## src/design/cmp_ctrl_pkg.sv

```systemverilog
`default_nettype none
package cmp_ctrl_pkg;
	// Register port geometry
	localparam int ADDR_W = 3;
	localparam int DATA_W = 8;
	// Register addresses on the local port
	localparam logic [2:0] ADDR_CTRL_STATUS = 3'h0;
	localparam logic [2:0] ADDR_PIN_DISABLE = 3'h1;
	localparam logic [2:0] ADDR_MUX_CTRL = 3'h2;
	localparam logic [2:0] ADDR_IRQ_STATUS = 3'h3;
	localparam logic [2:0] ADDR_IRQ_CLEAR = 3'h4;
	localparam logic [2:0] ADDR_IRQ_ENABLE = 3'h5;
	// Field positions in comparator_control_status
	localparam int BIT_POWER_OFF = 7;
	localparam int BIT_BANDGAP = 6;
	localparam int BIT_SYNC_OUT = 5;
	localparam int BIT_EVENT_FLAG = 4;
	localparam int BIT_IRQ_EN = 3;
	localparam int BIT_CAPTURE = 2;
	localparam int BIT_MODE_HI = 1;
	localparam int BIT_MODE_LO = 0;
	// Field positions in comparator_pin_input_disable
	localparam int BIT_NEG_OFF = 1;
	localparam int BIT_POS_OFF = 0;
	// Field position in the multiplexer control register
	localparam int BIT_MUX_EN = 6;
	// Field position in the interrupt status, clear and enable registers
	localparam int BIT_IRQ_CMP = 0;
	// Reset values
	localparam logic [7:0] RESET_BYTE = 8'h00;
	localparam logic [1:0] RESET_MODE = 2'h0;
	// Event mode encodings
	localparam logic [1:0] MODE_TOGGLE = 2'h0;
	localparam logic [1:0] MODE_RESERVED = 2'h1;
	localparam logic [1:0] MODE_FALL = 2'h2;
	localparam logic [1:0] MODE_RISE = 2'h3;
	// Synchroniser depth
	localparam int SYNC_STAGES = 2;
endpackage : cmp_ctrl_pkg
`default_nettype wire

```

## src/design/cmp_sync.sv

```systemverilog
`default_nettype none
module cmp_sync
	import cmp_ctrl_pkg::*;
(
	// Clock and reset
	input wire logic clock,
	input wire logic nrst,
	// Raw level in, synchronised level out
	input wire logic raw_in,
	output logic sync_out
);
	logic [SYNC_STAGES-1:0] stage;
	logic [SYNC_STAGES-1:0] next_stage;

	// Shift chain; only the next stage reads each flop but the last, which drives sync_out
	always_comb begin
		next_stage = {stage[SYNC_STAGES-2:0], raw_in};
	end

	always_ff @(posedge clock or negedge nrst) begin
		if (!nrst) begin
			stage <= '0;
		end else begin
			stage <= next_stage;
		end
	end

	assign sync_out = stage[SYNC_STAGES-1];
endmodule : cmp_sync
`default_nettype wire

```

## src/design/analog_comparator_control.sv

```systemverilog
// Operation
// - Raw comparator result is synchronised, one to two cycles, before readout.
// - Hardware sets the event flag on the transition chosen by event mode.
// - Interrupt requested only while flag, enable and global enable are set.
// - Taking the interrupt vector clears the event flag.
// - Writing one to the flag position clears the event flag.
// - Capture routing bit feeds synchronised output to the timer capture input.
// - Mode 00 toggle, 01 reserved, 10 falling edge, 11 rising edge.
// - Mux enabled and converter off selects channel 0..7 as negative input.
// - Otherwise the dedicated negative pin feeds the negative input.
// - Input-disable bits turn off pin buffers and read that pin as zero.
// - Output is one when positive input exceeds negative input, else zero.
// - Bandgap select substitutes the internal reference for the positive pin.
//
// The implementer's own choices: the register offsets and the strobed register port.
`default_nettype none
module analog_comparator_control
	import cmp_ctrl_pkg::*;
#(
	parameter int LEVEL_W = 10,
	parameter int CHANNELS = 8,
	parameter int SEL_W = 3
) (
	// Clock and reset
	input wire logic clock,
	input wire logic nrst,
	// Register port
	input wire logic [ADDR_W-1:0] addr,
	input wire logic [DATA_W-1:0] wdata,
	input wire logic wr,
	input wire logic rd,
	output logic [DATA_W-1:0] rdata,
	// Digitised analog levels
	input wire logic [LEVEL_W-1:0] pos_pin_level,
	input wire logic [LEVEL_W-1:0] bandgap_level,
	input wire logic [LEVEL_W-1:0] neg_pin_level,
	input wire logic [CHANNELS*LEVEL_W-1:0] channel_levels,
	// Converter state
	input wire logic converter_enable,
	input wire logic [SEL_W-1:0] channel_select,
	// Processor interrupt handshake
	input wire logic global_irq_enable,
	input wire logic irq_vector_taken,
	output logic irq,
	// Timer capture front end
	output logic capture_route_active,
	output logic capture_input,
	// Comparator pins, digital side
	input wire logic pos_pin_digital,
	input wire logic neg_pin_digital,
	output logic pos_pin_read,
	output logic neg_pin_read,
	output logic pos_pin_buffer_on,
	output logic neg_pin_buffer_on,
	// Analog macro control
	output logic cmp_powered,
	output logic neg_from_mux
);
	logic cmp_power_off, next_cmp_power_off;
	logic cmp_bandgap_select, next_cmp_bandgap_select;
	logic cmp_irq_enable, next_cmp_irq_enable;
	logic cmp_capture_route, next_cmp_capture_route;
	logic [1:0] cmp_event_mode, next_cmp_event_mode;
	logic pos_pin_input_off, next_pos_pin_input_off;
	logic neg_pin_input_off, next_neg_pin_input_off;
	logic cmp_mux_enable, next_cmp_mux_enable;
	logic cmp_event_flag, next_cmp_event_flag;
	logic prev_output;
	logic [DATA_W-1:0] next_rdata;
	logic next_capture_input, next_pos_pin_read, next_neg_pin_read;
	logic next_neg_from_mux;
	logic [LEVEL_W-1:0] chan_level [CHANNELS];
	logic [LEVEL_W-1:0] pos_level, neg_level;
	logic use_mux, cmp_raw, cmp_sync_output;
	logic rise_pulse, fall_pulse, toggle_pulse, edge_event;
	logic wr_ctrl, wr_pins, wr_mux, wr_clear, wr_enable, flag_clear;

	// Unpack the converter channel levels
	genvar gi;
	generate
		for (gi = 0; gi < CHANNELS; gi++) begin : g_chan
			assign chan_level[gi] = channel_levels[gi*LEVEL_W +: LEVEL_W];
		end
	endgenerate

	// Input selection and comparison; a powered-off macro reads low
	always_comb begin
		use_mux = cmp_mux_enable && !converter_enable;
		neg_level = use_mux ? chan_level[channel_select] : neg_pin_level;
		pos_level = cmp_bandgap_select ? bandgap_level : pos_pin_level;
		cmp_raw = !cmp_power_off && (pos_level > neg_level);
	end

	// Two flops: the raw result can change at any time
	cmp_sync u_sync (
		.clock(clock),
		.nrst(nrst),
		.raw_in(cmp_raw),
		.sync_out(cmp_sync_output)
	);

	// Edge pulses against last cycle's synchronised output
	always_comb begin
		rise_pulse = cmp_sync_output && !prev_output;
		fall_pulse = !cmp_sync_output && prev_output;
		toggle_pulse = rise_pulse || fall_pulse;
		case (cmp_event_mode)
			MODE_TOGGLE: edge_event = toggle_pulse;
			MODE_FALL: edge_event = fall_pulse;
			MODE_RISE: edge_event = rise_pulse;
			MODE_RESERVED: edge_event = 1'b0;
			default: edge_event = 1'b0;
		endcase
	end

	// Write decode
	always_comb begin
		wr_ctrl = wr && (addr == ADDR_CTRL_STATUS);
		wr_pins = wr && (addr == ADDR_PIN_DISABLE);
		wr_mux = wr && (addr == ADDR_MUX_CTRL);
		wr_clear = wr && (addr == ADDR_IRQ_CLEAR);
		wr_enable = wr && (addr == ADDR_IRQ_ENABLE);
		flag_clear = (wr_ctrl && wdata[BIT_EVENT_FLAG])
			|| (wr_clear && wdata[BIT_IRQ_CMP])
			|| irq_vector_taken;
	end

	// Next values of software registers and the event flag
	always_comb begin
		next_cmp_power_off = cmp_power_off;
		next_cmp_bandgap_select = cmp_bandgap_select;
		next_cmp_irq_enable = cmp_irq_enable;
		next_cmp_capture_route = cmp_capture_route;
		next_cmp_event_mode = cmp_event_mode;
		next_pos_pin_input_off = pos_pin_input_off;
		next_neg_pin_input_off = neg_pin_input_off;
		next_cmp_mux_enable = cmp_mux_enable;
		// Output bit has no storage, so writes to it vanish
		if (wr_ctrl) begin
			next_cmp_power_off = wdata[BIT_POWER_OFF];
			next_cmp_bandgap_select = wdata[BIT_BANDGAP];
			next_cmp_irq_enable = wdata[BIT_IRQ_EN];
			next_cmp_capture_route = wdata[BIT_CAPTURE];
			next_cmp_event_mode = {wdata[BIT_MODE_HI], wdata[BIT_MODE_LO]};
		end
		if (wr_enable) begin
			next_cmp_irq_enable = wdata[BIT_IRQ_CMP];
		end
		if (wr_pins) begin
			next_pos_pin_input_off = wdata[BIT_POS_OFF];
			next_neg_pin_input_off = wdata[BIT_NEG_OFF];
		end
		if (wr_mux) begin
			next_cmp_mux_enable = wdata[BIT_MUX_EN];
		end
		// A new event beats a clear in the same cycle
		if (edge_event) begin
			next_cmp_event_flag = 1'b1;
		end else if (flag_clear) begin
			next_cmp_event_flag = 1'b0;
		end else begin
			next_cmp_event_flag = cmp_event_flag;
		end
	end

	// Read mux and registered outputs
	always_comb begin
		next_rdata = RESET_BYTE;
		if (rd) begin
			case (addr)
				ADDR_CTRL_STATUS: begin
					next_rdata[BIT_POWER_OFF] = cmp_power_off;
					next_rdata[BIT_BANDGAP] = cmp_bandgap_select;
					next_rdata[BIT_SYNC_OUT] = cmp_sync_output;
					next_rdata[BIT_EVENT_FLAG] = cmp_event_flag;
					next_rdata[BIT_IRQ_EN] = cmp_irq_enable;
					next_rdata[BIT_CAPTURE] = cmp_capture_route;
					next_rdata[BIT_MODE_HI] = cmp_event_mode[1];
					next_rdata[BIT_MODE_LO] = cmp_event_mode[0];
				end
				ADDR_PIN_DISABLE: begin
					next_rdata[BIT_POS_OFF] = pos_pin_input_off;
					next_rdata[BIT_NEG_OFF] = neg_pin_input_off;
				end
				ADDR_MUX_CTRL: next_rdata[BIT_MUX_EN] = cmp_mux_enable;
				ADDR_IRQ_STATUS: next_rdata[BIT_IRQ_CMP] = cmp_event_flag;
				ADDR_IRQ_ENABLE: next_rdata[BIT_IRQ_CMP] = cmp_irq_enable;
				default: next_rdata = RESET_BYTE;
			endcase
		end
		next_capture_input = cmp_capture_route && cmp_sync_output;
		next_pos_pin_read = !pos_pin_input_off && pos_pin_digital;
		next_neg_pin_read = !neg_pin_input_off && neg_pin_digital;
		next_neg_from_mux = use_mux;
	end

	always_ff @(posedge clock or negedge nrst) begin
		if (!nrst) begin
			cmp_power_off <= 1'b0;
			cmp_bandgap_select <= 1'b0;
			cmp_irq_enable <= 1'b0;
			cmp_capture_route <= 1'b0;
			cmp_event_mode <= RESET_MODE;
			pos_pin_input_off <= 1'b0;
			neg_pin_input_off <= 1'b0;
			cmp_mux_enable <= 1'b0;
			cmp_event_flag <= 1'b0;
			prev_output <= 1'b0;
			rdata <= RESET_BYTE;
			capture_input <= 1'b0;
			pos_pin_read <= 1'b0;
			neg_pin_read <= 1'b0;
			neg_from_mux <= 1'b0;
		end else begin
			cmp_power_off <= next_cmp_power_off;
			cmp_bandgap_select <= next_cmp_bandgap_select;
			cmp_irq_enable <= next_cmp_irq_enable;
			cmp_capture_route <= next_cmp_capture_route;
			cmp_event_mode <= next_cmp_event_mode;
			pos_pin_input_off <= next_pos_pin_input_off;
			neg_pin_input_off <= next_neg_pin_input_off;
			cmp_mux_enable <= next_cmp_mux_enable;
			cmp_event_flag <= next_cmp_event_flag;
			prev_output <= cmp_sync_output;
			rdata <= next_rdata;
			capture_input <= next_capture_input;
			pos_pin_read <= next_pos_pin_read;
			neg_pin_read <= next_neg_pin_read;
			neg_from_mux <= next_neg_from_mux;
		end
	end

	// Level outputs straight from control state
	assign irq = cmp_event_flag && cmp_irq_enable && global_irq_enable;
	assign capture_route_active = cmp_capture_route;
	assign pos_pin_buffer_on = !pos_pin_input_off;
	assign neg_pin_buffer_on = !neg_pin_input_off;
	assign cmp_powered = !cmp_power_off;
endmodule : analog_comparator_control
`default_nettype wire

```

## config.mk

```make
export PLATFORM = sky130hd
export DESIGN_NAME = analog_comparator_control
export DESIGN_NICKNAME = d
export VERILOG_FILES = /design/src/design/cmp_ctrl_pkg.sv /design/src/design/cmp_sync.sv /design/src/design/analog_comparator_control.sv
export SDC_FILE = /design/constraint.sdc
export NUM_CORES = 1
export LEC_CHECK = 0
export ABC_AREA = 1
export BUFFER_PORTS_ARGS = -buffer_cell sky130_fd_sc_hd__buf_2
export CORE_MARGIN = 2
export CORE_UTILIZATION = 45
export CTS_BUF_LIST = sky130_fd_sc_hd__clkbuf_2 sky130_fd_sc_hd__clkbuf_4 sky130_fd_sc_hd__clkbuf_8
export CTS_CLUSTER_DIAMETER = 200
export DETAILED_ROUTE_END_ITERATION = 10
export GPL_ROUTABILITY_DRIVEN = 0
export GPL_TIMING_DRIVEN = 0
export PLACE_DENSITY = 0.83
export SYNTH_ARGS = -nofsm -noshare
export SYNTH_HDL_FRONTEND = slang
export SYNTH_SLANG_ARGS = --single-unit
```

## constraint.sdc

```tcl
create_clock -name clock -period 2.2 [get_ports clock]
set_input_delay 0.33 -clock clock [delete_from_list [all_inputs] [get_ports clock]]
set_output_delay 0.33 -clock clock [all_outputs]
set_load 0.05 [all_outputs]
```

==> results.toml <==
[outcome]
status = "complete, no violations"

[finish]
layout.nets = 731
drive_above_1_share_pct = 28.38
synthToLayoutAreaGrowth_pct = 35.32
multi_input_area_sq_mm = 0.001371
diodes = 0
seqCellArea_sq_um = 625.6
fillCellCount = 506

[routing]
vias_per_cell = 4.927
drc = 0
initialDrtViolationCount = 321
drtAntennaViolNets = 0
firstDrtPassIters = 5
vias = 3227
routedWlPerCell_microns = 11.15
wl_microns = 7300

[global_routing]
grt_pass1_vias = 2917
track_usage_pct = 24.13
antenna_found_initial = 0
overflow = 0
grt_max_degree = 26
grt_pass1_wl_microns = 12050

[critical_path]
crit_path_start_kind = "flop"
crit_arrival_ns = 2.13
crit_path_max_incr_delay_ns = 0.33
cpMaxStageDelayCell = "dfrtp_1"
crit_path_frequent_cell = "nor2_1"
endpoint_kind = "flop"
cp_max_fo = 10
cp_num_buf_inv = 4
path_class = "reg2reg"
crit_chain = "inv_1, nor2_1, buf_2, nand3_1, nand2_1, inv_1, ha_1, nand2_1, nor2_1, inv_1, a21oi_1, nor2_1, nor2_1"
required_ns = 2.40
crit_family = "simple AND/OR/NAND/NOR gates"

[synthesis]
yosys_warnings = 0
syn_area_sq_mm = 0.002455
synth_fp_nets = 580
syn_inst = 435
ys_types = 21
seq_area_frac_synth_pct = 25.48
synth-seq-cells = 25
syn_avg_cell_area_sq_um = 5.643

[timing]
rsz0062_at_grt = "false"
setup_tns_ns = 0
setup-violations-final = 0
fin_crit_ns = 1.938
slew_violations = 0
skew_ns = 0.003335
fmax_mhz = 516.1
hold_viol_final = 0
slew_headroom_pct = 65.54
tightest_slew_ns = 0.5169
timing.final.ws_setup_ns = 0.2623
timing.final.crit_share_pct = 88.08

[place]
io_buffers = 146
place_ws_ns = 0.1012
dpl.hpwl_microns = 6142

[floorplan]
die_x_microns = 77.86
initial_core_util_pct = 47.46
core-area_sq_mm = 0.005172
rows = 26
die_h_microns = 77.86
ioPinCount = 150
die_area_sq_mm = 0.006062

[pwr]
power_density_mw_per_mm2 = 498.2
leakagePower_nw = 2.207
p_comb_share_pct = 48.6
ir_drop_mv = 0.3500
switchingPower_mw = 0.6810
p_clk_share_pct = 16.7
p_sw_share_pct = 41.15
pwr-share-seq_pct = 34.8
p_int_mw = 0.9740
fin_total_pwr_mw = 1.655

[clocking]
cts_buffers = 3
cts_root_buf = "clkbuf_8"
cts_tree = "built"
hold_buffers = 0
htree_levels = 1
cts-resized-gates = 0
cts.sinks = 25
worstSkewPairLatency_ns = 0.26
post_cts_buffers = 0
clockBufferDepth = 2
clkTransAtPathRegs_ns = 0.08

[run]
max_cap_viol_count = 0

[worst_hold_path]
hp-class = "in2async"
synth_stat cells:
| cell type | count | area, sq um |
|---|---|---|
| buf_6 | 2 | 22.52 |
| o21bai_1 | 1 | 7.510 |
| inv_1 | 90 | 337.8 |
| mux2i_1 | 1 | 10.01 |
| nand3_1 | 66 | 330.3 |
| buf_2 | 9 | 45.04 |
| o211ai_1 | 3 | 22.52 |
| a21oi_1 | 4 | 20.02 |
| nand2_1 | 167 | 626.9 |
| o21ai_0 | 9 | 45.04 |
| nor2_1 | 28 | 105.1 |
| clkinv_1 | 2 | 7.510 |
| dfrtp_1 | 25 | 625.6 |
| nand4_1 | 3 | 18.77 |
| o21ai_1 | 2 | 10.01 |
| a21o_1 | 1 | 7.510 |
| o32ai_1 | 2 | 17.52 |
| ha_1 | 12 | 150.1 |
| buf_4 | 4 | 30.03 |
| inv_2 | 1 | 3.750 |
| clkbuf_1 | 3 | 11.26 |
final timing paths:
kind                                        end  cells past startpoint  slack [ns]             from
min in group clock                 neg_pin_read                      3        0.26  neg_pin_digital
max in group asynchronous       u_sync.stage[0]                      1        1.82             nrst
worst max-delay path            u_sync.stage[0]                     13        0.26   cmp_mux_enable
worst min register to register  u_sync.stage[1]                      0        0.36  u_sync.stage[0]
worst max register to register  u_sync.stage[0]                     13        0.26   cmp_mux_enable
worst min-delay path                   rdata[4]                      1        0.03             nrst
sequential cells by signal, summed over array words and instances (netlist names):
signal,cells
pos_pin_input_off,1
neg_from_mux,1
capture_route_active,1
pos_pin_read,1
neg_pin_read,1
cmp_mux_enable,1
capture_input,1
cmp_irq_enable,1
cmp_bandgap_select,1
cmp_event_mode,2
rdata,8
cmp_power_off,1
neg_pin_input_off,1
u_sync.stage,2
prev_output,1
cmp_event_flag,1
per-stage QoR:
stage / hold WS [ns] / cells / util [%] / cell area [sq um]
after global placement: 0.3329 / 651 / 63.28 / 3273
final: 0.02923 / 655 / 64.22 / 3322
after detailed placement: 0.3371 / 651 / 63.28 / 3273
after CTS: 0.04958 / 655 / 64.22 / 3322
after global routing: 0.06991 / 655 / 64.22 / 3322
after floorplan: 0.03441 / 435 / - / 2455
metal layers:
metal	share of wire, %	track usage, %	wire length [microns]	vias to the layer above
met5	0	0	0	-
met4	2.2	7.500	164	0
met3	7.0	2.558	511	24
met2	49	42.50	3576	176
met1	42	30.82	3048	1414
li1	-	-	-	1613
cells by family after synthesis:
family / synth area share [%]
flip-flops: 25.48
AND/OR/NAND/NOR: 44.04
multiplexers: 0.4078
AO/OA/AOI/OAI: 5.301
buffers and inverters: 18.65
adder cells (fa/ha/maj): 6.116
final cells by class:
| class | instances | area share, % |
|---|---|---|
| Inverter | 93 | 10.51 |
| Sequential cell | 25 | 18.83 |
| Buffer | 18 | 3.277 |
| Clock buffer | 4 | 1.469 |
| Timing Repair Buffer | 146 | 22.00 |
| Tap cell | 70 | 2.637 |
| Multi-Input combinational cell | 299 | 41.28 |
placed cells by master (no fill, tap or decap), types with 4 or more instances in the layout:
cell type,netlist,routed
nand2_1,167,167
nor2_1,28,28
buf_2,9,155
a21oi_1,4,4
dfrtp_1,25,25
inv_1,90,90
o21ai_0,9,9
ha_1,12,12
buf_4,4,4
nand3_1,66,66
worst reg2reg max path: cells and delay by family (launching register included):
family / cells / cell delay, ns
adders and majority gates: 1 / 0.28
DFF: 1 / 0.33
and+or+nand+nor: 7 / 0.74
buffers and inverters: 4 / 0.40
AOI/OAI and AO/OA: 1 / 0.11
power by group through the flow:
stage,registers [mW],logic [mW],clock network (mW)
after floorplan,0.643,0.466,0
after global placement,0.581,0.775,0
after detailed placement,0.584,0.799,0
after CTS,0.575,0.804,0.280
after global routing,0.586,0.907,0.304
final,0.575,0.804,0.276
Power figures use the tool's default switching activity.
